## src/design/vid_ctl_params.svh

```systemverilog
`ifndef VID_CTL_PARAMS_SVH
`define VID_CTL_PARAMS_SVH

// code weight 5 mV, default 0.9 V = 180, limits 0.83 V = 166, 0.95 V = 190
`define VID_CODE_W        8
`define VID_DEFAULT_CODE  8'hb4
`define VID_MIN_CODE      8'ha6
`define VID_MAX_CODE      8'hbe
`define VID_STEP          8'h02
`define VID_CLK_NS        5
`define VID_UPDATE_MS     10
`define VID_UPDATE_CYCLES ((`VID_UPDATE_MS * 1000000) / `VID_CLK_NS)
`define VID_INIT_CYCLES   16
`define VID_TIMER_W       24
`endif

```

## src/design/vid_ctl_pkg.sv

```systemverilog
`include "vid_ctl_params.svh"
package vid_ctl_pkg;
  typedef logic [`VID_CODE_W-1:0] code_t;
  typedef enum logic {serial_slave_e, serial_master_e} serial_role_e;
  typedef struct packed {
    logic  valid;
    code_t code;
  } code_req_s;
endpackage

```

## src/design/vid_ctl.sv

```systemverilog
`timescale 1ns/10ps
`include "vid_ctl_params.svh"
module vid_ctl #(
  parameter int unsigned         UPDATE_CYCLES = `VID_UPDATE_CYCLES,
  parameter vid_ctl_pkg::serial_role_e ROLE    = vid_ctl_pkg::serial_master_e
) (
  input  wire logic              clk,
  input  wire logic              reset_n,
  input  wire vid_ctl_pkg::code_t target_code,
  input  wire logic              temp_below_zero,
  input  wire logic              vid_ack,
  input  wire logic              bus_busy,
  output vid_ctl_pkg::code_t     vid_code,
  output logic                   vid_code_oe,
  output logic                   vid_buf_en,
  output logic                   vid_code_avail,
  output vid_ctl_pkg::code_req_s serial_req
);
  import vid_ctl_pkg::*;

  typedef enum logic [1:0] {init_e, drive_e, run_e} phase_e;

  // ==========================================================
  // constants
  // header values are pinned to the width they meet, so no compare, add
  // or load below is silently widened or cut
  localparam code_t                   DEFAULT_CODE = code_t'(`VID_DEFAULT_CODE);
  localparam code_t                   MIN_CODE     = code_t'(`VID_MIN_CODE);
  localparam code_t                   STEP_CODE    = code_t'(`VID_STEP);
  localparam logic [4:0]              INIT_LAST    = 5'(`VID_INIT_CYCLES - 1);
  localparam logic [`VID_TIMER_W-1:0] GAP_LOAD     = `VID_TIMER_W'(UPDATE_CYCLES - 1);
  localparam logic [`VID_TIMER_W-1:0] TIMER_ONE    = `VID_TIMER_W'(1);

  // ==========================================================
  // internal state and decode
  phase_e                  phase_reg;
  logic [4:0]              init_cnt_reg;
  logic [`VID_TIMER_W-1:0] timer_reg;
  code_t                   code_reg;
  code_t                   goal;
  code_t                   code_next;
  logic                    target_in_range;
  logic                    step_down;
  logic                    step_up;
  logic                    ack_taken;
  logic                    bus_blocked;
  logic                    drive_phase;
  logic                    run_phase;
  logic                    timer_idle;
  logic                    may_update;

  // ==========================================================
  // initialization sequencing
  // the regulator boots on the bias default, so nothing is driven until
  // the init count has run out
  always_ff @(posedge clk or negedge reset_n) begin
    if (!reset_n) begin
      phase_reg    <= init_e;
      init_cnt_reg <= 5'h00;
    end else begin
      unique case (phase_reg)
        init_e: begin
          if (init_cnt_reg == INIT_LAST) begin
            phase_reg <= drive_e;
          end else begin
            init_cnt_reg <= init_cnt_reg + 5'h01;
          end
        end
        drive_e: phase_reg <= run_e;
        run_e:   phase_reg <= run_e;
        default: phase_reg <= init_e;
      endcase
    end
  end

  assign drive_phase = (phase_reg == drive_e);
  assign run_phase   = (phase_reg == run_e);

  // ==========================================================
  // pin driver and buffer enable
  // drivers come on one cycle before the buffer enable so the bias default
  // is only overridden by a code already stable on the lines
  always_ff @(posedge clk or negedge reset_n) begin
    if (!reset_n) begin
      vid_code_oe <= 1'b0;
    end else begin
      vid_code_oe <= (phase_reg != init_e);
    end
  end

  // both enables stay up until the next reset; a mid-run reset hands the
  // lines back to the bias network at once
  always_ff @(posedge clk or negedge reset_n) begin
    if (!reset_n) begin
      vid_buf_en <= 1'b0;
    end else begin
      vid_buf_en <= run_phase;
    end
  end

  // ==========================================================
  // goal selection
  // cold die or out-of-range targets fall back to the boot level; the
  // ceiling is the default, so the code never asks for more than boot
  assign target_in_range = (target_code >= MIN_CODE) && (target_code <= DEFAULT_CODE);

  always_comb begin
    if (temp_below_zero) begin
      goal = DEFAULT_CODE;
    end else if (!target_in_range) begin
      goal = DEFAULT_CODE;
    end else begin
      goal = {target_code[`VID_CODE_W-1:1], 1'b0};
    end
  end

  // ==========================================================
  // single-step move toward the goal
  // goal and code are both even, so one step never overshoots
  assign step_down = (goal < code_reg);
  assign step_up   = (goal > code_reg);

  always_comb begin
    if (step_down) begin
      code_next = code_reg - STEP_CODE;
    end else if (step_up) begin
      code_next = code_reg + STEP_CODE;
    end else begin
      code_next = code_reg;
    end
  end

  // ==========================================================
  // update gating
  // the pacing timer only starts counting once the ack has been seen,
  // so a slow consumer never shortens the gap between codes
  assign ack_taken   = vid_code_avail && vid_ack;
  assign bus_blocked = (ROLE == serial_master_e) && bus_busy;
  assign timer_idle  = (timer_reg == '0);
  assign may_update  = run_phase && !vid_code_avail && timer_idle &&
                       (step_down || step_up) && !bus_blocked;

  always_ff @(posedge clk or negedge reset_n) begin
    if (!reset_n) begin
      code_reg <= DEFAULT_CODE;
    end else if (may_update) begin
      code_reg <= code_next;
    end
  end

  // a blocked bus only delays the next code; the gap is never shortened
  always_ff @(posedge clk or negedge reset_n) begin
    if (!reset_n) begin
      timer_reg <= '0;
    end else if (ack_taken) begin
      timer_reg <= GAP_LOAD;
    end else if (!timer_idle) begin
      timer_reg <= timer_reg - TIMER_ONE;
    end
  end

  // ==========================================================
  // consumer handshake; first presentation is the default code
  always_ff @(posedge clk or negedge reset_n) begin
    if (!reset_n) begin
      vid_code_avail <= 1'b0;
    end else if (drive_phase) begin
      vid_code_avail <= 1'b1;
    end else if (may_update) begin
      vid_code_avail <= 1'b1;
    end else if (ack_taken) begin
      vid_code_avail <= 1'b0;
    end
  end

  // presented code only moves together with a fresh available flag
  always_ff @(posedge clk or negedge reset_n) begin
    if (!reset_n) begin
      vid_code <= DEFAULT_CODE;
    end else if (may_update) begin
      vid_code <= code_next;
    end
  end

  // ==========================================================
  // serial hand-off: a slave build never requests bus writes
  // the request is a one-cycle pulse; the bus engine must latch the code
  always_ff @(posedge clk or negedge reset_n) begin
    if (!reset_n) begin
      serial_req <= '{valid: 1'b0, code: DEFAULT_CODE};
    end else begin
      serial_req.valid <= (ROLE == serial_master_e) &&
                          (may_update || drive_phase);
      if (may_update) begin
        serial_req.code <= code_next;
      end
    end
  end
endmodule

```

## config.mk

```make
export PLATFORM = sky130hd
export DESIGN_NAME = vid_ctl
export DESIGN_NICKNAME = d
export VERILOG_FILES = /design/src/design/vid_ctl_pkg.sv /design/src/design/vid_ctl.sv
export VERILOG_INCLUDE_DIRS = /design/src /design/src/design
export SDC_FILE = /design/constraint.sdc
export NUM_CORES = 1
export LEC_CHECK = 0
export ABC_AREA = 1
export ABC_CLOCK_PERIOD_IN_PS = 6350
export BUFFER_PORTS_ARGS = -buffer_cell sky130_fd_sc_hd__buf_2
export CORE_AREA = 5 5 88 90
export CTS_CLUSTER_DIAMETER = 80
export CTS_CLUSTER_SIZE = 12
export DETAILED_ROUTE_END_ITERATION = 10
export DIE_AREA = 0 0 93 95
export SLEW_MARGIN = 20
export SYNTH_ARGS = -nofsm -noshare
export SYNTH_HDL_FRONTEND = slang
export SYNTH_SLANG_ARGS = --single-unit
```

## constraint.sdc

```tcl
create_clock -name clk -period 6.35 [get_ports clk]
set_input_delay 0.635 -clock clk [delete_from_list [all_inputs] [get_ports clk]]
set_output_delay 0.635 -clock clk [all_outputs]
set_load 0.01 [all_outputs]
```

Word level (Yosys, flattened, before mapping)
Index checks and enable logic that the tools add are counted.
W data, S select, Z words.
{ "word_totals": {"ff_bits": 43, "in_bits": 13} }
{ "op_classes": {"n_addsub": 4, "n_lt_le_gt_ge": 4, "eq_ne": 5, "muxes": 11, "bitwise_logic": 1, "n_reduce_logical": 18} }
{ "ops": {"columns": ["op", "n"], "rows": [
  ["$mux W24", 2],
  ["$mux W8", 4],
  ["$logic_not A24 Y1", 1],
  ["$sub A24 B1 Y24 const B", 1],
  ["$add A8 B2 Y8 const B", 1],
  ["$ge A8 B8 Y1 const B", 1],
  ["$gt A8 B8 Y1", 1],
  ["$le A8 B8 Y1 const B", 1],
  ["$lt A8 B8 Y1", 1],
  ["$sub A8 B2 Y8 const B", 1],
  ["$logic_and A1 B1 Y1", 6],
  ["$add A5 B1 Y5 const B", 1],
  ["$eq A5 B4 Y1 const B", 1],
  ["$ne A2 B2 Y1 const B", 2],
  ["$pmux W2 S2", 1],
  ["$reduce_and A2 Y1", 2],
  ["$reduce_bool A2 Y1", 2],
  ["$mux W1", 3],
  ["$reduce_bool A3 Y1", 1],
  ["$eq A2 B1 Y1 const B", 1],
  ["$eq A2 B2 Y1 const B", 1],
  ["$logic_not A1 Y1", 2],
  ["$logic_not A2 Y1", 1],
  ["$logic_or A1 B1 Y1", 2],
  ["3 further kinds", 3]
]} }

Depth between registers and ports, before layout
Gate-level depths: netlist of the first run.
{ "logic_depth": {"word_depth": 10, "ltp_mapped": 22, "mapped_depth_nobuf": 22} }

Worst setup path before layout of the first run
No wires, ideal clock.
{ "synth_path": {"path_kind": "input to register", "start": "input target_code[6]", "end": "register vid_code[4]", "setup_ns": 0.077, "arrival_ns": 2.990, "required_time_ns": 6.273, "slack_ns": 3.283, "cell_stages": 16, "path_buffers": 0, "cell_sequence": "nor4_1 -> nand3_1 -> o21ai_0 -> nand2_1 -> inv_1 -> ha_1 -> a21oi_1 -> nand2_1 -> nand2_1 -> nand2_1 -> inv_1 -> ha_1 -> a21o_1 -> a31oi_1 -> xor2_1 -> o21ai_2"} }
{ "synth_via": {"elab_chain_cells": 9, "elab_cells_between_ends": 13, "cone_classes": "order compare (4); mux (3); reduce/logical (6)"} }
{ "synth_rtl": {"columns": ["item", "line", "rtl"], "rows": [
  ["from (decl)", "vid_ctl.sv:9", "input wire vid_ctl_pkg::code_t target_code,"],
  ["$ge A8 B8 Y1 or $le A8 B8 Y1 (tied branches)", "vid_ctl.sv:105", "assign target_in_range = (target_code >= MIN_CODE) && (target_code <= DEFAULT_CODE);"],
  ["$logic_and A1 B1 Y1", "vid_ctl.sv:105", null],
  ["$mux W8 *", "vid_ctl.sv:110", "end else if (!target_in_range) begin"],
  ["$mux W8 *", "vid_ctl.sv:108", "if (temp_below_zero) begin"],
  ["$lt A8 B8 Y1 or $gt A8 B8 Y1 (tied branches)", "vid_ctl.sv:120, vid_ctl.sv:121", null],
  ["$logic_or A1 B1 Y1", "vid_ctl.sv:141", "(step_down || step_up) && !bus_blocked;"],
  ["$logic_and A1 B1 Y1", "vid_ctl.sv:140", "assign may_update = run_phase && !vid_code_avail && timer_idle &&"],
  ["$logic_and A1 B1 Y1", "vid_ctl.sv:141", null],
  ["$reduce_and A2 Y1 (no line)", null, null],
  ["to (signal assigned)", "vid_ctl.sv:181", "vid_code <= code_next;"],
  ["to (decl)", "vid_ctl.sv:13", "output vid_ctl_pkg::code_t vid_code,"]
]} }
Mark *: on every way between the ends. The rest lies on a longest branch, timed or not.
A chain may end at the register's enable or synchronous reset.

Final worst setup path of the first run
{ "layout_path": {"start": "input target_code[6]", "end": "register vid_code[5]"} }
Same word-level chain as after synthesis.

==> metrics.csv, run 1 <==
metric,value,unit
number of synthesis warnings,0,
clk sink count,42,
Critical Path AT,3.37,ns
WL final,5529,um
Fin Setup TNS,0,ns
Fillers,715,
sequential cell area fraction in the yosys report,38.38,%
CTS tree,yes,
Cell Pwr Density,215.4,nW/um^2
largest net degree at the start of global routing,43,
die area,8835,sq um
Crit Reg-Reg Startpoint,vid_code[7],
FMAX,319.2,MHz
vias,2249,
I/O pin cnt,33,
Skew-Pair Late Insertion Delay,0.30,ns
Placed Cells,462,
max-cap check violation count,0,
final critical-path share of the clock period,49.33,%
grt ovf,0,
crit end category,register,
max FFs per register,24,
Finished Layout Cells,470,
Async SR Flop Fraction,100.0,%
"reg-to-reg slack, setup",3.82,ns
post-synthesis register bit count,42,
initial antenna violation count,0,
# setup viols final,0,
ANT cells,0,
synth unique cells,33,
hold crit path type,input pin to async pin,
nets,420,
vias in the first global route,2193,
DRT antenna net count,0,
gr usage total,13.74,%
IO buf count,30,
P_leak,1.493,nW
DRC,0,
CP Launch Type,input pin,
"commonest non-fill, non-tap cell in the layout",nand2_1,
Die Span Y,95,um
post-CTS sizing,0,
global-route wire length before repair,9687,um
gpl congestion,0.8765,
"Hold Vio Cnt, Final",0,
Post-CTS Setup Repair Bufs,0,
dominant synthesized flop cell,dfrtp_1,
H-tree levels,2,
Util after Layout,43.21,%
layout cells sized above 1,15.21,%
Rows,31,
final worst slack,3.218,ns
initial core utilization,39.41,%
Die Width,93,um
Post-Syn Area,2751,sq um
Core Area,6982,sq um
CTS clock-pin slew for the worst setup and hold paths,0.09,ns
RR Endpoint,vid_code[4],
Synth Instances,360,
DP HPWL,4215,um
Post-synth EDFFs,0,
Critical Path Fanout Max,5,
Max Root-Sink Buffers,2,
CP Class,input pin to register,
Worst EP required,6.59,ns
unrepaired setup endpoints after global routing,false,
run status,finished clean,
maximum vdd drop,98.64,uV
most frequent cells in the layout,"nand2_1, nor2_1, inv_1, dfrtp_1, buf_2",
Tmin final,3.132,ns
Worst Clk Skew,0.008268,ns
Slew Limit Fails,0,
DRT Pass-1 Iters,5,
pin slew with the least headroom to its limit,0.8384,ns
CTS Hold Buffers Added,0,
Worst slew margin,43.90,%
Num CTS Buffers,5,
pre-CTS setup slack,2.924,ns
P&R area growth vs syn,9.641,%
syn_area_per_cell,7.643,sq um
FF-to-FF path depth,12,
DR vias/cell,4.785,
wire per inst,11.76,um
initial drt markers,81,
clock root buffer,clkbuf_8,
## cell usage after synthesis (7+ instances only)
master	instances	area, sq um
nand3_1	18	90.09
nor3_1	9	45.04
nor2_1	50	187.7
inv_1	48	180.2
a21oi_1	12	60.06
o21ai_0	12	60.06
nor2_2	7	43.79
nand2_1	83	311.6
ha_1	19	237.7
buf_4	9	67.56
dfrtp_1	38	950.9
xor2_1	14	122.6
## metal layers
| layer | vias up | share of wire (%) | global-route usage [%] |
|---|---|---|---|
| met3 | 5 | 3.2 | 2.550 |
| li1 | 1179 | - | - |
| met1 | 1037 | 46 | 16.86 |
| met2 | 28 | 49 | 24.36 |
| met5 | - | 0 | 0 |
| met4 | 0 | 1.5 | 4.396 |
## final cells by class
cell class                      count  area, sq um  area share [%]
Clock buffer                        5        68.82           2.281
Clock inverter                      3        21.27          0.7051
Inverter                           48        180.2           5.973
Multi-Input combinational cell    260         1435           47.57
Sequential cell                    42         1056           35.01
Tap cell                           82        102.6           3.401
Timing Repair Buffer               30        152.6           5.060
## worst max-delay path by stage
stage | start | end | slack [ns] | depth (start not counted)
final | target_code[6] | vid_code[5] | 3.22 | 18
after global routing | target_code[6] | vid_code[7] | 2.86 | 21
after CTS | target_code[6] | vid_code[6] | 3.23 | 20
after detailed placement | target_code[6] | vid_code[4] | 2.92 | 17
after global placement | target_code[6] | vid_code[5] | 3.02 | 18
after floorplan | target_code[6] | vid_code[4] | 3.28 | 16
## stage by stage
step,hold slack (ns),cell area [sq um],power (mW)
2_1_floorplan,0.3394,2763,0.4407
3_3_place_gp,0.4541,2924,0.4750
3_5_place_dp,0.4583,2924,0.4788
4_1_cts,0.4749,3014,0.6605
5_1_grt,0.3597,3017,0.7015
6_report,0.3085,3017,0.6499
## cell families after synthesis
group	count (synthesis)	share of synthesized area (%)
AOI/OAI and AO/OA	34	7.231
xor gates and xnor gates	17	5.412
adders and majority gates	20	9.368
buffers and inverters	61	9.868
DFF	42	38.38
other	2	0.2730
and+or+nand+nor	184	29.47
## worst max-delay path: stages
cell     delay, ns
buf_2         0.09
nor4_1        0.35
nand3_1       0.10
o21ai_0       0.27
nand2_1       0.08
inv_1         0.06
ha_1          0.24
a21oi_1       0.13
nand2_1       0.06
nand2_1       0.07
nand2_1       0.11
inv_1         0.17
ha_1          0.30
a21oi_1       0.20
o21ai_0       0.13
xor2_1        0.17
o21ai_2       0.14
inv_1         0.05
## where the power goes
part           leakage [nW]  switching, mW  internal, mW  total, mW
Clock                0.0441          0.101        0.0774      0.178
Sequential            0.479         0.0245         0.297      0.321
Combinational         0.969         0.0966        0.0542      0.151
Note: power is estimated with default switching activity, not from simulation.
==> run 2: changes to the inputs <==
--- a/config.mk
+++ b/config.mk
@@ -6,14 +6,14 @@
 export SDC_FILE = /design/constraint.sdc
 export NUM_CORES = 1
 export LEC_CHECK = 0
-export ABC_AREA = 1
-export ABC_CLOCK_PERIOD_IN_PS = 6350
+export ABC_AREA = 0
+export ABC_CLOCK_PERIOD_IN_PS = 2800
 export BUFFER_PORTS_ARGS = -buffer_cell sky130_fd_sc_hd__buf_2
-export CORE_AREA = 5 5 88 90
+export CORE_AREA = 5 5 85 87
 export CTS_CLUSTER_DIAMETER = 80
 export CTS_CLUSTER_SIZE = 12
 export DETAILED_ROUTE_END_ITERATION = 10
-export DIE_AREA = 0 0 93 95
+export DIE_AREA = 0 0 90 92
 export SLEW_MARGIN = 20
 export SYNTH_ARGS = -nofsm -noshare
 export SYNTH_HDL_FRONTEND = slang
==> constraint.sdc (replaced) <==
create_clock -name clk -period 2.8 [get_ports clk]
set_input_delay 0.28 -clock clk [delete_from_list [all_inputs] [get_ports clk]]
set_output_delay 0.28 -clock clk [all_outputs]
set_load 0.01 [all_outputs]
==> run 2 against run 1 <==
  * Total power increased by 140%
  * Sequential power increased by 130%
  * Non-clock buffer count increased by 23
  * Core utilization increased by 7.3 points
  * Critical endpoint is now vid_code[7]
  * Largest cell class unchanged
==> metrics.csv, run 2 <==
metric,value,unit,change
DRC,0,,unchanged
cell with the most instances after synthesis,dfrtp_1,,
Rows,29,,-6.5%
Tmin final,2.724,ns,
FMAX,367.1,MHz,
pre-CTS setup slack,-0.2479,ns,-3.172 ns
IO buf count,29,,-3.3%
most frequent cells in the layout,"dfrtp_1, nand2_1, buf_2, nor2_1, buf_4",,
grt met1 use,16.16,%,-0.70 points
gpl congestion,0.7996,,-8.8%
grt ovf,0,,unchanged
P_leak,1.361,nW,-8.8%
clk sink count,42,,unchanged
Cell Pwr Density,493.1,nW/um^2,+130%
CTS Hold Buffers Added,0,,unchanged
layout cells sized above 1,33.12,%,+18 points
I/O pin cnt,33,,unchanged
P&R area growth vs syn,24.26,%,
vias,1901,,-15%
final worst slack,0.07599,ns,-3.142 ns
DRT antenna net count,0,,unchanged
crit end category,register,,
clock root buffer,clkbuf_8,,
Worst EP required,3.02,ns,-3.57 ns
GR peak layer,met2,,
top area cells in the synthesized netlist,"dfrtp_1, ha_1, xnor2_1",,
"commonest non-fill, non-tap cell in the layout",dfrtp_1,,
DP HPWL,3575,um,-15%
wire per inst,13.10,um,+11%
Slew Limit Fails,0,,unchanged
CTS tree,yes,,
hold crit path type,input pin to async pin,,
Worst Clk Skew,0.004239,ns,-0.004029 ns
DR vias/cell,4.899,,+2.4%
"Hold Vio Cnt, Final",0,,unchanged
Die Span Y,92,um,-3.2%
Critical Path Fanout Max,4,,-1
Async SR Flop Fraction,100.0,%,unchanged
Total Power,1.564,mW,+140%
final critical-path share of the clock period,97.29,%,
# setup viols final,0,,unchanged
CP Launch Type,input pin,,
nets,343,,-18%
max-cap check violation count,0,,unchanged
Yosys top cell area share,37.25,%,+2.7 points
unrepaired setup endpoints after global routing,true,,
WL final,5081,um,-8.1%
DRT Pass-1 Iters,4,,-1
pin slew with the least headroom to its limit,0.9486,ns,+0.1102 ns
initial drt markers,65,,-20%
dominant synthesized flop cell,dfrtp_1,,
Die Width,90,um,-3.2%
met2 Use GR,19.70,%,-4.7 points
syn_area_per_cell,9.742,sq um,+27%
post-synthesis register bit count,42,,unchanged
run status,finished clean,,
largest net degree at the start of global routing,43,,unchanged
global-route wire length before repair,8411,um,-13%
sequential cell area fraction in the yosys report,41.37,%,+3.0 points
Post-synth EDFFs,0,,unchanged
vias in the first global route,1757,,-20%
initial antenna violation count,0,,unchanged
Critical Path AT,2.95,ns,-0.42 ns
ANT cells,0,,unchanged
H-tree levels,2,,unchanged
gr usage total,12.26,%,-1.5 points
Post-Syn Area,2552,sq um,-7.2%
Core Area,6277,sq um,-10%
CTS clock-pin slew for the worst setup and hold paths,0.08,ns,about the same
max FFs per register,24,,unchanged
Yosys top cell by area,dfrtp_1,,
met3 Use GR,2.864,%,+0.31 points
initial core utilization,40.66,%,+1.3 points
CP Class,input pin to register,,
Num CTS Buffers,5,,unchanged
Synth Instances,262,,-27%
maximum vdd drop,323.8,uV,+230%
Max Root-Sink Buffers,2,,unchanged
synth unique cells,50,,+52%
Worst slew margin,36.76,%,-7.1 points
Skew-Pair Late Insertion Delay,0.29,ns,about the same
number of synthesis warnings,0,,unchanged
most frequent cells after synthesis,"dfrtp_1, nand2_1, nor2_1",,
die area,8280,sq um,-6.3%
## run 2: cell count changes after synthesis, moves of 3 or more
cell,before,now
or4_1,0,4
nor3_1,9,4
nor2_1,50,26
or4_4,0,3
o21ai_2,4,1
inv_1,48,16
or3_1,0,8
a21oi_1,12,8
nand2_1,83,31
nor2_2,7,0
xnor2_1,3,18
nand3_1,18,0
## run 2: path summary, 6_finish.rpt
check	startpoint	to	slack, ns	cells after the start
max	target_code[6]	vid_code[7]	0.08	16
min	reset_n	timer_reg[0]	0.12	1
max reg2reg	vid_code[7]	vid_code[7]	0.13	14
min reg2reg	init_cnt_reg[3]	init_cnt_reg[3]	0.48	1
max in group asynchronous	reset_n	vid_code[6]	2.08	1
min in group clk	vid_ack	vid_code_avail	0.28	3
## run 2: area by class of cell
| type | count | area, sq um |
|---|---|---|
| Timing Repair Buffer | 53 | 335.3 |
| Fill cell | 592 | 3105 |
| Multi-Input combinational cell | 192 | 1481 |
| Inverter | 16 | 60.06 |
| Clock buffer | 6 | 82.58 |
| Sequential cell | 42 | 1056 |
| Tap cell | 77 | 96.34 |
| Clock inverter | 2 | 60.06 |
## run 2: layer usage
layer  share of wire, %  wire length (um)  vias to the layer above
li1                   -                 -                      964
met1                 48              2424                      908
met2                 48              2437                       23
met3                3.0               154                        6
met4                1.3                64                        0
met5                  0                 0                        -
## run 2: power by group
group          switching [mW]  internal, mW
clock                   0.215         0.381
sequential             0.0596         0.666
combinational           0.123         0.119
## run 2: logic make-up (layout without fill, tap and decap cells)
family,count (synthesis),count (layout),share of synthesized area (%)
adders and majority gates,20,20,10.10
buffers and inverters,31,77,6.225
AOI/OAI and AO/OA,32,32,8.138
other,2,5,0.2942
DFF,42,42,41.37
xor gates and xnor gates,32,32,10.98
and+or+nand+nor,102,102,22.45
muxes,1,1,0.4411
## run 2: timing repair
action                                  4_1_cts  5_1_grt
pin swaps                                     0       14
resized for setup                             1       25
gates cloned                                  0        0
setup buffers                                 0        7
endpoints found under the setup margin        1        3
## run 2: metrics by stage
stage,TNS (ns),utilization (%),instance area (sq um),std cells,hold WS (ns)
finish,0,50.53,3172,388,0.1229
global route,-0.1717,50.53,3172,388,0.2026
CTS,0,47.60,2988,381,0.1621
detailed placement,-0.4977,45.33,2845,373,0.4595
global placement,-0.3768,45.33,2845,373,0.4520
floorplan,0,-,2575,265,-0.01559
## run 2: worst max-delay path, cell delays in order
cell and delay, ns:
buf_6 0.09, nand4bb_4 0.23, buf_6 0.14, nor3b_2 0.15, ha_1 0.28, a21oi_2 0.17
nand2_2 0.10, a21oi_4 0.21, inv_2 0.06, fa_2 0.39, nor2b_2 0.14, o31a_1 0.18
o22ai_2 0.08, xor2_1 0.16, nor2_1 0.14, xnor2_1 0.13
